File: src/include/lux_alert_pkg.sv
// Shared constants and carrier types of the lux result and threshold alert block.
package lux_alert_pkg;

   // ----------------------------------------------------------------
   // Register addresses
   // ----------------------------------------------------------------
   localparam logic [7:0] ADDR_ALERT_STATUS = 8'h00;
   localparam logic [7:0] ADDR_ALERT_ENABLE = 8'h01;
   localparam logic [7:0] ADDR_CONFIG = 8'h02;
   localparam logic [7:0] ADDR_LUX_RESULT_HIGH = 8'h03;
   localparam logic [7:0] ADDR_LUX_RESULT_LOW = 8'h04;
   localparam logic [7:0] ADDR_UPPER_TRIP_LEVEL = 8'h05;
   localparam logic [7:0] ADDR_LOWER_TRIP_LEVEL = 8'h06;
   localparam logic [7:0] ADDR_TRIP_PERSISTENCE_TIME = 8'h07;

   // ----------------------------------------------------------------
   // Field positions and values after reset
   // ----------------------------------------------------------------
   localparam int CFG_CONT_BIT = 7;
   localparam int CFG_MANUAL_BIT = 6;
   localparam int CFG_CDR_BIT = 3;
   localparam logic [7:0] RST_UPPER_TRIP = 8'hff;
   localparam logic [7:0] RST_LOWER_TRIP = 8'h00;
   localparam logic [7:0] RST_PERSISTENCE = 8'hff;
   localparam logic [3:0] EXP_OVERRANGE = 4'hf;
   localparam logic [3:0] UPPER_MANT_FILL = 4'hf;
   localparam logic [3:0] LOWER_MANT_FILL = 4'h0;

   // ----------------------------------------------------------------
   // Integration period selector codes and their periods in microseconds
   // ----------------------------------------------------------------
   localparam logic [2:0] TIM_800 = 3'h0;
   localparam logic [2:0] TIM_400 = 3'h1;
   localparam logic [2:0] TIM_200 = 3'h2;
   localparam logic [2:0] TIM_100 = 3'h3;
   localparam logic [2:0] TIM_50 = 3'h4;
   localparam logic [2:0] TIM_25 = 3'h5;
   localparam logic [2:0] TIM_12P5 = 3'h6;
   localparam logic [2:0] TIM_6P25 = 3'h7;
   localparam logic [19:0] PERIOD_US_800 = 20'hc3500;
   localparam logic [19:0] PERIOD_US_400 = 20'h61a80;
   localparam logic [19:0] PERIOD_US_200 = 20'h30d40;
   localparam logic [19:0] PERIOD_US_100 = 20'h186a0;
   localparam logic [19:0] PERIOD_US_50 = 20'h0c350;
   localparam logic [19:0] PERIOD_US_25 = 20'h061a8;
   localparam logic [19:0] PERIOD_US_12P5 = 20'h030d4;
   localparam logic [19:0] PERIOD_US_6P25 = 20'h0186a;

   // Autoranging limits in counts of 0.025 lux (700 lux is 28000 counts).
   localparam logic [22:0] AUTO_DIVIDE_ABOVE = 23'h006d60;
   localparam logic [22:0] AUTO_800_BELOW = 23'h001000;
   localparam logic [22:0] AUTO_400_BELOW = 23'h002000;
   localparam logic [22:0] AUTO_200_BELOW = 23'h004000;

   // ----------------------------------------------------------------
   // Timing
   // ----------------------------------------------------------------
   localparam int CLK_HZ = 50000000;
   localparam int PERSIST_STEP_MS = 100;
   localparam int PERSIST_STEP_CYCLES = (CLK_HZ / 1000) * PERSIST_STEP_MS;

   // ----------------------------------------------------------------
   // Carriers and state
   // ----------------------------------------------------------------
   typedef struct packed {
      logic wr;
      logic rd;
      logic [7:0] addr;
      logic [7:0] wdata;
   } reg_req_t;

   typedef struct packed {
      logic valid;
      logic [3:0] exponent;
      logic [7:0] mantissa;
   } conv_result_t;

   typedef struct packed {
      logic [31:0] step_cnt;
      logic [7:0] step_num;
   } persist_state_t;

   typedef struct packed {
      logic [7:0] upper_trip_level;
      logic [7:0] lower_trip_level;
      logic [7:0] trip_persistence_time;
      logic alert_enable_bit;
      logic alert_status_bit;
      logic cont;
      logic manual;
      logic cdr_user;
      logic [2:0] tim_user;
      logic cdr_auto;
      logic [2:0] tim_auto;
      logic [3:0] live_exp;
      logic [7:0] live_mant;
      logic [7:0] lux_result_high;
      logic [7:0] lux_result_low;
      logic frozen;
      logic scl_prev;
      logic sda_prev;
      logic [7:0] rdata;
   } lux_state_t;

endpackage

File: src/rtl/pin_sync.sv
// Two flip-flop synchroniser for pins from outside the clock domain.
`timescale 1ns/1ps
`default_nettype none
module pin_sync #(
   parameter int W = 1
) (
   input wire logic i_clk,
   input wire logic i_sys_rst,
   input wire logic i_ce,
   input wire logic [W-1:0] i_async,
   output logic [W-1:0] o_sync
);
   typedef struct packed {
      logic [W-1:0] stage1;
      logic [W-1:0] stage2;
   } sync_state_t;

   sync_state_t st_reg;
   sync_state_t st_next;

   always_comb
   begin
      st_next = st_reg;
      if (i_ce)
      begin
         st_next.stage1 = i_async;
         st_next.stage2 = st_reg.stage1;
      end
   end

   always_ff @(posedge i_clk)
   begin
      if (i_sys_rst)
         st_reg <= '1;
      else
         st_reg <= st_next;
   end

   assign o_sync = st_reg.stage2;
endmodule
`default_nettype wire

File: src/rtl/persistence_timer.sv
// Persistence timer that measures how long a threshold crossing lasts.
`timescale 1ns/1ps
`default_nettype none
module persistence_timer
   import lux_alert_pkg::*;
#(
   parameter int STEP_CYCLES = lux_alert_pkg::PERSIST_STEP_CYCLES
) (
   input wire logic i_clk,
   input wire logic i_sys_rst,
   input wire logic i_ce,
   input wire logic i_outside,
   input wire logic [7:0] i_limit,
   output logic o_expired
);
   import lux_alert_pkg::*;

   persist_state_t st_reg;
   persist_state_t st_next;

   // The step count saturates at the limit, so a crossing that outlasts it keeps the output high.
   assign o_expired = i_outside && (st_reg.step_num == i_limit);

   always_comb
   begin
      st_next = st_reg;
      if (i_ce)
      begin
         if (!i_outside)
         begin
            st_next = '0;
         end
         else if (st_reg.step_num != i_limit)
         begin
            if (st_reg.step_cnt == 32'(STEP_CYCLES - 1))
            begin
               st_next.step_cnt = '0;
               st_next.step_num = st_reg.step_num + 8'h01;
            end
            else
               st_next.step_cnt = st_reg.step_cnt + 32'h1;
         end
      end
   end

   always_ff @(posedge i_clk)
   begin
      if (i_sys_rst)
         st_reg <= '0;
      else
         st_reg <= st_next;
   end
endmodule
`default_nettype wire

File: src/rtl/lux_result_threshold_alert.sv
// Lux result registers, autoranging and threshold alert of the light sensor.
`timescale 1ns/1ps
`default_nettype none
module lux_result_threshold_alert
   import lux_alert_pkg::*;
#(
   parameter int PERSIST_CYCLES = lux_alert_pkg::PERSIST_STEP_CYCLES
) (
   input wire logic i_clk,
   input wire logic i_sys_rst,
   input wire logic i_ce,
   input wire logic i_scl,
   input wire logic i_sda,
   input wire lux_alert_pkg::reg_req_t i_reg_req,
   output logic [7:0] o_reg_rdata,
   input wire lux_alert_pkg::conv_result_t i_conv,
   output logic [2:0] o_integ_period_sel,
   output logic [19:0] o_integ_period_us,
   output logic o_current_divide_sel,
   output logic o_continuous,
   output logic o_alert_n_out,
   output logic o_alert_n_oe
);
   import lux_alert_pkg::*;

   // ----------------------------------------------------------------
   // Bus pins and frame detection
   // ----------------------------------------------------------------
   logic [1:0] pins_sync;
   logic scl_s;
   logic sda_s;
   logic bus_start;
   logic bus_stop;

   pin_sync #(
      .W(2)
   ) u_pin_sync (
      .i_clk(i_clk),
      .i_sys_rst(i_sys_rst),
      .i_ce(i_ce),
      .i_async({i_scl, i_sda}),
      .o_sync(pins_sync)
   );

   assign scl_s = pins_sync[1];
   assign sda_s = pins_sync[0];

   lux_state_t st_reg;
   lux_state_t st_next;

   // A start (also a repeated one) opens the freeze; only a stop ends it.
   assign bus_start = scl_s && st_reg.scl_prev && st_reg.sda_prev && !sda_s;
   assign bus_stop = scl_s && st_reg.scl_prev && !st_reg.sda_prev && sda_s;

   // ----------------------------------------------------------------
   // Lux levels in counts of 0.025 lux
   // ----------------------------------------------------------------
   function automatic logic [22:0] lux_counts(input logic [3:0] e, input logic [7:0] m);
      logic [22:0] wide;
      wide = {15'h0000, m};
      lux_counts = wide << e;
   endfunction

   logic [22:0] live_counts;
   logic [22:0] upper_counts;
   logic [22:0] lower_counts;
   logic overrange;
   logic above_upper;
   logic below_lower;
   logic persist_expired;

   assign overrange = (st_reg.live_exp == EXP_OVERRANGE);
   assign live_counts = lux_counts(st_reg.live_exp, st_reg.live_mant);
   assign upper_counts = lux_counts(st_reg.upper_trip_level[7:4],
                                    {st_reg.upper_trip_level[3:0], UPPER_MANT_FILL});
   assign lower_counts = lux_counts(st_reg.lower_trip_level[7:4],
                                    {st_reg.lower_trip_level[3:0], LOWER_MANT_FILL});
   assign above_upper = overrange || (live_counts > upper_counts);
   assign below_lower = !overrange && (live_counts < lower_counts);

   persistence_timer #(
      .STEP_CYCLES(PERSIST_CYCLES)
   ) u_persist (
      .i_clk(i_clk),
      .i_sys_rst(i_sys_rst),
      .i_ce(i_ce),
      .i_outside(above_upper || below_lower),
      .i_limit(st_reg.trip_persistence_time),
      .o_expired(persist_expired)
   );

   // ----------------------------------------------------------------
   // Autoranging choice from the newest conversion
   // ----------------------------------------------------------------
   logic [22:0] conv_counts;
   logic [2:0] tim_auto_pick;
   logic cdr_auto_pick;

   // An overrange reading counts as the brightest light, so autoranging picks the short period and the divider.
   assign conv_counts = (i_conv.exponent == EXP_OVERRANGE) ? '1 : lux_counts(i_conv.exponent, i_conv.mantissa);
   assign cdr_auto_pick = (conv_counts > AUTO_DIVIDE_ABOVE);

   always_comb
   begin
      if (conv_counts < AUTO_800_BELOW)
         tim_auto_pick = TIM_800;
      else if (conv_counts < AUTO_400_BELOW)
         tim_auto_pick = TIM_400;
      else if (conv_counts < AUTO_200_BELOW)
         tim_auto_pick = TIM_200;
      else
         tim_auto_pick = TIM_100;
   end

   // ----------------------------------------------------------------
   // Effective range and period decode
   // ----------------------------------------------------------------
   logic [2:0] tim_eff;
   logic cdr_eff;

   assign tim_eff = st_reg.manual ? st_reg.tim_user : st_reg.tim_auto;
   assign cdr_eff = st_reg.manual ? st_reg.cdr_user : st_reg.cdr_auto;

   always_comb
   begin
      unique case (tim_eff)
         TIM_800: o_integ_period_us = PERIOD_US_800;
         TIM_400: o_integ_period_us = PERIOD_US_400;
         TIM_200: o_integ_period_us = PERIOD_US_200;
         TIM_100: o_integ_period_us = PERIOD_US_100;
         TIM_50: o_integ_period_us = PERIOD_US_50;
         TIM_25: o_integ_period_us = PERIOD_US_25;
         TIM_12P5: o_integ_period_us = PERIOD_US_12P5;
         TIM_6P25: o_integ_period_us = PERIOD_US_6P25;
      endcase
   end

   // ----------------------------------------------------------------
   // Next state
   // ----------------------------------------------------------------
   logic [7:0] config_rd;
   logic status_clear;

   always_comb
   begin
      config_rd = 8'h00;
      config_rd[CFG_CONT_BIT] = st_reg.cont;
      config_rd[CFG_MANUAL_BIT] = st_reg.manual;
      config_rd[CFG_CDR_BIT] = cdr_eff;
      config_rd[2:0] = tim_eff;
   end

   logic enable_written_zero;
   logic alert_event;

   assign enable_written_zero = i_reg_req.wr && i_reg_req.addr == ADDR_ALERT_ENABLE && !i_reg_req.wdata[0];
   assign status_clear = (i_reg_req.rd && i_reg_req.addr == ADDR_ALERT_STATUS) || enable_written_zero;
   // A disable in the same cycle beats a crossing, so a lasting crossing cannot set the status again.
   assign alert_event = st_reg.alert_enable_bit && !enable_written_zero && persist_expired;

   always_comb
   begin
      st_next = st_reg;
      if (i_ce)
      begin
         st_next.scl_prev = scl_s;
         st_next.sda_prev = sda_s;
         if (bus_stop)
            st_next.frozen = 1'b0;
         else if (bus_start)
            st_next.frozen = 1'b1;
         if (i_conv.valid)
         begin
            st_next.live_exp = i_conv.exponent;
            st_next.live_mant = i_conv.mantissa;
            if (!st_reg.manual)
            begin
               st_next.tim_auto = tim_auto_pick;
               st_next.cdr_auto = cdr_auto_pick;
            end
            if (!st_reg.frozen && !bus_start)
            begin
               st_next.lux_result_high = {i_conv.exponent, i_conv.mantissa[7:4]};
               st_next.lux_result_low = {4'h0, i_conv.mantissa[3:0]};
            end
         end
         if (i_reg_req.wr)
         begin
            unique case (i_reg_req.addr)
               ADDR_ALERT_ENABLE: st_next.alert_enable_bit = i_reg_req.wdata[0];
               ADDR_CONFIG:
               begin
                  st_next.cont = i_reg_req.wdata[CFG_CONT_BIT];
                  st_next.manual = i_reg_req.wdata[CFG_MANUAL_BIT];
                  if (st_reg.manual)
                  begin
                     st_next.cdr_user = i_reg_req.wdata[CFG_CDR_BIT];
                     st_next.tim_user = i_reg_req.wdata[2:0];
                  end
               end
               ADDR_UPPER_TRIP_LEVEL: st_next.upper_trip_level = i_reg_req.wdata;
               ADDR_LOWER_TRIP_LEVEL: st_next.lower_trip_level = i_reg_req.wdata;
               ADDR_TRIP_PERSISTENCE_TIME: st_next.trip_persistence_time = i_reg_req.wdata;
               default: ;
            endcase
         end
         if (i_reg_req.rd)
         begin
            unique case (i_reg_req.addr)
               ADDR_ALERT_STATUS: st_next.rdata = {7'h00, st_reg.alert_status_bit};
               ADDR_ALERT_ENABLE: st_next.rdata = {7'h00, st_reg.alert_enable_bit};
               ADDR_CONFIG: st_next.rdata = config_rd;
               ADDR_LUX_RESULT_HIGH: st_next.rdata = st_reg.lux_result_high;
               ADDR_LUX_RESULT_LOW: st_next.rdata = st_reg.lux_result_low;
               ADDR_UPPER_TRIP_LEVEL: st_next.rdata = st_reg.upper_trip_level;
               ADDR_LOWER_TRIP_LEVEL: st_next.rdata = st_reg.lower_trip_level;
               ADDR_TRIP_PERSISTENCE_TIME: st_next.rdata = st_reg.trip_persistence_time;
               default: st_next.rdata = 8'h00;
            endcase
         end
         // A new event in the clearing cycle wins, so no crossing is lost.
         if (status_clear)
            st_next.alert_status_bit = 1'b0;
         if (alert_event)
            st_next.alert_status_bit = 1'b1;
      end
   end

   always_ff @(posedge i_clk)
   begin
      if (i_sys_rst)
      begin
         st_reg <= '0;
         st_reg.upper_trip_level <= RST_UPPER_TRIP;
         st_reg.lower_trip_level <= RST_LOWER_TRIP;
         st_reg.trip_persistence_time <= RST_PERSISTENCE;
         st_reg.tim_auto <= TIM_100;
         st_reg.scl_prev <= 1'b1;
         st_reg.sda_prev <= 1'b1;
      end
      else
         st_reg <= st_next;
   end

   // ----------------------------------------------------------------
   // Outputs
   // ----------------------------------------------------------------
   assign o_reg_rdata = st_reg.rdata;
   assign o_integ_period_sel = tim_eff;
   assign o_current_divide_sel = cdr_eff;
   assign o_continuous = st_reg.cont;
   assign o_alert_n_out = 1'b0;
   assign o_alert_n_oe = st_reg.alert_status_bit;
endmodule
`default_nettype wire

File: config.mk
export PLATFORM = sky130hd
export DESIGN_NAME = lux_result_threshold_alert
export DESIGN_NICKNAME = d
export VERILOG_FILES = /design/src/include/lux_alert_pkg.sv /design/src/rtl/pin_sync.sv /design/src/rtl/persistence_timer.sv /design/src/rtl/lux_result_threshold_alert.sv
export SDC_FILE = /design/constraint.sdc
export NUM_CORES = 1
export LEC_CHECK = 0
export BUFFER_PORTS_ARGS = -buffer_cell sky130_fd_sc_hd__buf_2
export CAP_MARGIN = 5
export CORE_UTILIZATION = 42
export DETAILED_ROUTE_END_ITERATION = 12
export GPL_ROUTABILITY_DRIVEN = 0
export GPL_TIMING_DRIVEN = 0
export HOLD_SLACK_MARGIN = 0.03
export REMOVE_ABC_BUFFERS = 1
export SYNTH_ARGS = -nofsm -noshare
export SYNTH_HDL_FRONTEND = slang
export SYNTH_SLANG_ARGS = --single-unit
File: constraint.sdc
create_clock -name i_clk -period 7.3 [get_ports i_clk]
set_input_delay 0.365 -clock i_clk [delete_from_list [all_inputs] [get_ports i_clk]]
set_output_delay 0.365 -clock i_clk [all_outputs]
set_load 0.02 [all_outputs]
---- Word-level counts from Yosys, hierarchy flattened ----
Memories as Yosys holds them, arrays and structs flattened.
Cells that the tools add are included.
storage, ports and cells
  flip-flop bits (word level) ............. 115
  bits in read-only memories .............. 152
  input port bits ......................... 36
  output and inout port bits .............. 35
  word-level logic and storage cells ...... 106
  memories ................................ 1
memories
  memory            words  width  read ports  clocked after memory_dff  write ports  RTL line                           source
  (name not given)  8      19     1           0                         0            lux_result_threshold_alert.sv:126  unique case (tim_eff)
operators by class
  add/subtract/negate cells ............... 2
  magnitude comparators ................... 6
  eq/ne operators ......................... 14
  shifts and indexed selects .............. 4
  muxes and demuxes ....................... 15
  bitwise gates (word level) .............. 1
  reductions and logical operators ........ 40
operators by type and width
  cell                   number
  $shl 8x4->23           4
  $mux 40                2
  $pmux 8 s8             1
  $add 32x1->32 const B  1
  $eq 32x23->1 const B   1
  $eq 8x3->1 const B     4
  $mux 32                1
  $reduce_and 3->1       8
  $gt 23x15->1 const B   1
  $gt 23x23->1           1
  $lt 23x13->1 const B   1
  $lt 23x14->1 const B   1
  $lt 23x15->1 const B   1
  $lt 23x23->1           1
  $mux 23                1
  $eq 8x2->1 const B     2
  $logic_and 1x1->1      13
  $reduce_and 2->1       5
  $add 8x1->8 const B    1
  $eq 4x4->1 const B     2
  $eq 8x1->1 const B     1
  $eq 8x8->1             1
  $logic_not 8->1        1
  $mux 8                 1
  other kinds (10)       26

---- Depth between registers and ports, before layout ----
  word-level depth ........................ 8
  depth in mapped cells ................... 18
  mapped depth without buffers ............ 15

---- Hierarchy ----
From an unflattened synthesis, not the netlist that was laid out.
unflattened totals
  cells, all modules ...................... 1053
  area total of the unflattened synthesis .. 8344.3 um^2
modules (own cells, without submodules)
  module                      instances  cells each  area each (um^2)  sequential area each (um^2)
  lux_result_threshold_alert  1          757         5810.6            1401.3
  persistence_timer           1          282         2378.5            800.8
  pin_sync                    1          14          155.1             80.1

---- Least setup slack after synthesis ----
No wires, ideal clock.
  kind .................................... register -> register
  start point ............................. register st_reg[36] (netlist name)
  end point ............................... register u_persist.st_reg[32] (netlist name)
  library setup time ...................... 70 ps
  data arrival time ....................... 3492 ps
  required time ........................... 7230 ps
  setup slack ............................. 3738 ps
  stages on the path, launching flop included .. 15
  path buffers ............................ 2
  period minus slack after synthesis ...... 3562 ps
  cell sequence ........................... dfxtp_1 clkbuf_1 mux2i_1 a21oi_1 mux2_2 and2_1 ha_1 a211oi_1 nor2_1 o31a_1 o211ai_1 nand4_1 clkbuf_1 or4_1 a21oi_1
between the ends
  word-level cells in the longest chain between the ends .. 6
  elaborated cells between the ends (all ways) .. 11
  classes of those cells .................. order compare (2); eq/ne (2); shift (1); mux (1); reduce/logical (5)
RTL lines
  item                                                          RTL line                                                            source
  start: declaration                                            lux_result_threshold_alert.sv:48                                    lux_state_t st_reg;
  start signal: assignment                                      lux_result_threshold_alert.sv:242                                   st_reg <= st_next;
  $shl 8x4->23 / $eq 4x4->1 (equally long branches)             lux_result_threshold_alert.sv:61, lux_result_threshold_alert.sv:72
  $gt 23x23->1, or another cell as far along                    lux_result_threshold_alert.sv:78                                    assign above_upper = overrange || (live_counts > upper_counts);
  $logic_or 1x1->1 / $logic_and 1x1->1 (equally long branches)  lux_result_threshold_alert.sv:78, lux_result_threshold_alert.sv:79
  $logic_or 1x1->1 (*)                                          lux_result_threshold_alert.sv:87                                    .i_outside(above_upper || below_lower),
  $ne 2x2->1 (no source line)                                   n/a
  $reduce_and 2->1 (no source line)                             n/a
  end signal: assignment                                        persistence_timer.sv:51                                             st_reg <= st_next;
  end: declaration                                              persistence_timer.sv:18                                             persist_state_t st_reg;
Mark *: on every way between the ends. The rest lies on a longest branch, timed or not.
A chain may end at the register's enable or synchronous reset.

---- Worst setup path after layout ----
  start point ............................. register st_reg[36] (netlist name)
  end point ............................... register u_persist.st_reg[34] (netlist name)
Same word-level chain as after synthesis.

==> metrics.log <==
[metrics] via/cell ratio: 5.73
[metrics] Internal: 1.27 mW
[metrics] maximum achievable frequency: 0.199 GHz
[metrics] global-route wire length before repair: between 30 and 40 mm
[metrics] total track usage: between 20 and 25%
[metrics] PnR Total Power: about 1.7 mW
[metrics] initial standard-cell utilization of the core: 43.4%
[metrics] dominant cells by area after synthesis: sky130_fd_sc_hd__dfxtp_1, sky130_fd_sc_hd__mux2i_1, sky130_fd_sc_hd__ha_1
[metrics] setup clock skew after layout: between 0.008 and 0.009 ns
[metrics] worst-case vdd ir drop: 147 uV
[metrics] CTS Sinks: about 110
[metrics] status: completed
[metrics] Buf+Inv Stages, Crit Path: 2
[metrics] min-delay worst type: input pin to flip-flop
[metrics] core area: 18200 um2
[metrics] max-slew violation count: 0
[metrics] CTS tree: yes
[metrics] post-CTS setup-driven buffer insertion count: 0
[metrics] switching power: 0.432 mW
[metrics] register-to-register setup slack: 2.27 ns
[metrics] Final setup violation count: 0
[metrics] netlist area before placement: 7900 um2
[metrics] Max-Cap Viols: 0
[metrics] via count of the first global-routing pass: 6648
[metrics] number of buffers inserted during clock tree synthesis: 17
[metrics] Worst EP required: 7.63 ns
[metrics] IO Count: 71
[metrics] Detailed Routing Iterations Pass 1: 5
[metrics] start-to-end type of the worst setup path: flip-flop to flip-flop
[metrics] Total Wirelength: approximately 21 mm
[metrics] share of synthesized cell area in full adder, half adder and majority cells: 8.08%
[metrics] Reg clk slew, reported paths: 0.05 ns
[metrics] path length in cells of the critical path: 15
[metrics] Worst path slowest cell: sky130_fd_sc_hd__o311ai_0
[metrics] Avg Synthesized Cell Area: 7.91 um2
[metrics] worst reg2reg path startpoint: st_reg[36]$_SDFFE_PP0P_
[metrics] share of the synthesized netlist area taken by xor and xnor gates: 1.11%
[metrics] Total Die Area: 19400 um2
[metrics] routed len/inst: 17.0 um
[metrics] FFs w/ async S/R, synth: 0%
[metrics] prevailing post-synth register cell: sky130_fd_sc_hd__dfxtp_1
[metrics] worst reg2reg path depth: 15
[metrics] Clk pwr share: 49.8%
[metrics] Critical Path Fanout Max: 25
[metrics] startpoint class of the critical path: flip-flop
[metrics] worst hold start: i_scl
[metrics] H-tree levels: 4
[metrics] min cycle time layout: 5.03 ns
[metrics] Setup crit end: u_persist.st_reg[34]$_SDFFE_PP0P_
[metrics] most frequent CP cell: sky130_fd_sc_hd__a21oi_1
[metrics] Synth Area in Compound Gates: about 18%
[metrics] proportion of synthesized chip area in sequential cells: 28.9%
[metrics] share of the synthesized area in the top cell type: 28.9%
[metrics] most frequent standard cell in the layout excluding fill and tap cells: sky130_fd_sc_hd__nand2_1
[metrics] Largest register FFs: 59
[metrics] worst flop-to-flop path endpoint: u_persist.st_reg[34]$_SDFFE_PP0P_
[metrics] setup total negative slack: 0 ns
[metrics] number of buffers added on ports: a little under 70
[metrics] number of placed instances, taps included: about 1.2k
[metrics] most frequent cells in the layout: sky130_fd_sc_hd__nand2_1, sky130_fd_sc_hd__dfxtp_1, sky130_fd_sc_hd__nor2_1
[metrics] Seq cells post-synth: 114
[metrics] maximum single-stage delay on the critical path: 0.72 ns
[metrics] setup repair after global routing missed its margin: no
[metrics] total cell area at the placement stage: a little over 8000 um2
[metrics] crit share post-route: roughly 69%
[metrics] pin count of the biggest net entering global routing: 58
[metrics] Post-CTS Hold Fix Bufs: 0
[metrics] switching power share of the total: 25.3%
[metrics] cell count after synthesis: 998
[metrics] arrival time of the worst setup path: 5.36 ns
[metrics] sequential share of power: 38.2%
[metrics] fraction of the mapped netlist area in simple logic gates: 25.2%
[metrics] initial antenna violation count: 2
[metrics] cell taking the most area after synthesis: sky130_fd_sc_hd__dfxtp_1
[metrics] post-detailed-route DRC marker count: 0
[metrics] First DRT Iteration DRCs: 479
[metrics] leakage: roughly 3.5 nW
[metrics] number of failing hold endpoints at the final stage: 0
[metrics] number of flops mapped to enable cells by yosys: 0
[metrics] Top delay family on crit path: compound AO/OA/AOI/OAI gates
[metrics] global-route congestion overflow total: 0
[metrics] cell at the root of the clock tree: sky130_fd_sc_hd__clkbuf_16
[metrics] count of cells resized by post-cts repair: 0
[metrics] Finished Layout Cells: 1261
[metrics] CP Launch Point: st_reg[36]$_SDFFE_PP0P_
[metrics] HPWL after detailed placement: roughly 16 mm
[metrics] Die X-Extent: 139 um
[metrics] count of nets left with antenna violations after detail routing: 0
[metrics] summed area of non-filler cells in the final layout: 8860 um2
[metrics] row count: 49
[metrics] power density normalized to cell area: 192 nW/um2
[metrics] multiplexer area fraction after synthesis: about 14%
[metrics] Yosys cell types: 62
[metrics] Max clock buf depth: 2
[metrics] synth-to-layout area growth: 12.2%
[metrics] fraction of power consumed by combinational cells: 12.0%
[metrics] die extent in y: 139 um
[metrics] fraction of layout instances using a drive strength above 1: 13.7%
[metrics] via count: about 7.2k
[metrics] Net count, final: 1104
[metrics] worst hold margin: between 0.15 and 0.2 ns
[metrics] type of destination of the critical path: flip-flop
[metrics] Worst-Skew Late Latency: 0.42 ns
[metrics] Ys Warns: 0
[metrics] dominant combinational cell family by area after synthesis: simple AND/OR/NAND/NOR gates
[metrics] CP Cell Sequence: mux2_2 > a21oi_1 > nor2_1 > a21oi_1 > o22ai_1 > ha_1 > a21o_1 > nand3_1 > a21oi_1 > o311ai_0 > nand4_1 > buf_8 > buf_16 > or4_1 > a21oi_1
[metrics] Worst Max-Slew Pin Slew: about 1.2 ns
[metrics] worst slew slack as a fraction of its limit: 20.1%
worst min-delay path by stage:
stage | endpoint | slack, ns | cells past startpoint
detailed placement | st_reg[32]$_SDFFE_PP0P_ | 0.46 | 2
global placement | st_reg[32]$_SDFFE_PP0P_ | 0.45 | 2
CTS | u_pin_sync.st_reg[3]$_SDFFE_PP1P_ | 0.15 | 3
floorplan | config_rd[6]$_SDFFE_PP0P_ | 0.43 | 1
global route | u_pin_sync.st_reg[3]$_SDFFE_PP1P_ | 0.16 | 3
finish | u_pin_sync.st_reg[3]$_SDFFE_PP1P_ | 0.16 | 3
power groups by stage:
stage / clock [mW] / combinational [mW] / sequential [mW]
floorplan: 0 / 0.124 / 0.662
global placement: 0 / 0.199 / 0.663
detailed placement: 0 / 0.203 / 0.663
CTS: 0.860 / 0.204 / 0.650
global route: 0.889 / 0.227 / 0.652
finish: 0.849 / 0.205 / 0.650
synth_stat cells, types with 13 or more instances:
cell,instances
sky130_fd_sc_hd__and3_1,13
sky130_fd_sc_hd__mux2_2,22
sky130_fd_sc_hd__dfxtp_1,114
sky130_fd_sc_hd__nor3_1,13
sky130_fd_sc_hd__clkbuf_1,47
sky130_fd_sc_hd__or4_1,13
sky130_fd_sc_hd__a21oi_1,82
sky130_fd_sc_hd__o21ai_0,55
sky130_fd_sc_hd__or3_1,20
sky130_fd_sc_hd__nand2_1,131
sky130_fd_sc_hd__nor2_1,86
sky130_fd_sc_hd__nand4_1,26
sky130_fd_sc_hd__ha_1,51
sky130_fd_sc_hd__mux2i_1,65
sky130_fd_sc_hd__nand3_1,40
sky130_fd_sc_hd__buf_4,13
sky130_fd_sc_hd__inv_1,25
sky130_fd_sc_hd__o31ai_1,15
per-layer routing:
metal | track usage [%] | vias to the layer above | share of wire [%]
li1 | - | 3686 | -
met1 | 30.7 | 3386 | 48
met2 | 35.3 | 127 | 46
met3 | 4.14 | 22 | 4.4
met4 | 7.84 | 0 | 1.5
met5 | 0 | - | 0
metrics by stage:
stage                     utilization (%)  setup slack, ns
after floorplan                         -             2.87
after global placement               45.0             1.32
after detailed placement             45.3             2.39
after CTS                            48.6             2.32
after global routing                 48.7             1.91
final                                48.7             2.27
final cells by class:
type | count | area, um2
flip-flops and latches | 114 | 2280
clock buffers | 22 | 474
multi-input cells | 788 | 5190
inverters | 25 | 93.8
well taps | 229 | 287
fillers | 1760 | 9350
repair buffers | 71 | 394
clock inverters | 10 | 131
diodes | 2 | 5.00
worst register-to-register path, stage by stage, from the launching register on:
cell and delay (ns):
sky130_fd_sc_hd__dfxtp_1 0.65, sky130_fd_sc_hd__mux2_2 0.41, sky130_fd_sc_hd__a21oi_1 0.27, sky130_fd_sc_hd__nor2_1 0.08, sky130_fd_sc_hd__a21oi_1 0.21, sky130_fd_sc_hd__o22ai_1 0.18, sky130_fd_sc_hd__ha_1 0.36, sky130_fd_sc_hd__a21o_1 0.18
sky130_fd_sc_hd__nand3_1 0.08, sky130_fd_sc_hd__a21oi_1 0.08, sky130_fd_sc_hd__o311ai_0 0.72, sky130_fd_sc_hd__nand4_1 0.57, sky130_fd_sc_hd__buf_8 0.34, sky130_fd_sc_hd__buf_16 0.17, sky130_fd_sc_hd__or4_1 0.50, sky130_fd_sc_hd__a21oi_1 0.14
kinds of logic (layout without fill, tap and decap cells):
kind of cell / count (synthesis) / after routing
simple gates: 401 / 401
compound gates: 229 / 229
flops: 114 / 114
buf+inv: 97 / 128
mux: 95 / 95
fa+ha+maj: 51 / 51
xor+xnor: 10 / 10
other cells: 1 / 4
(Power assumes the default switching activity.)
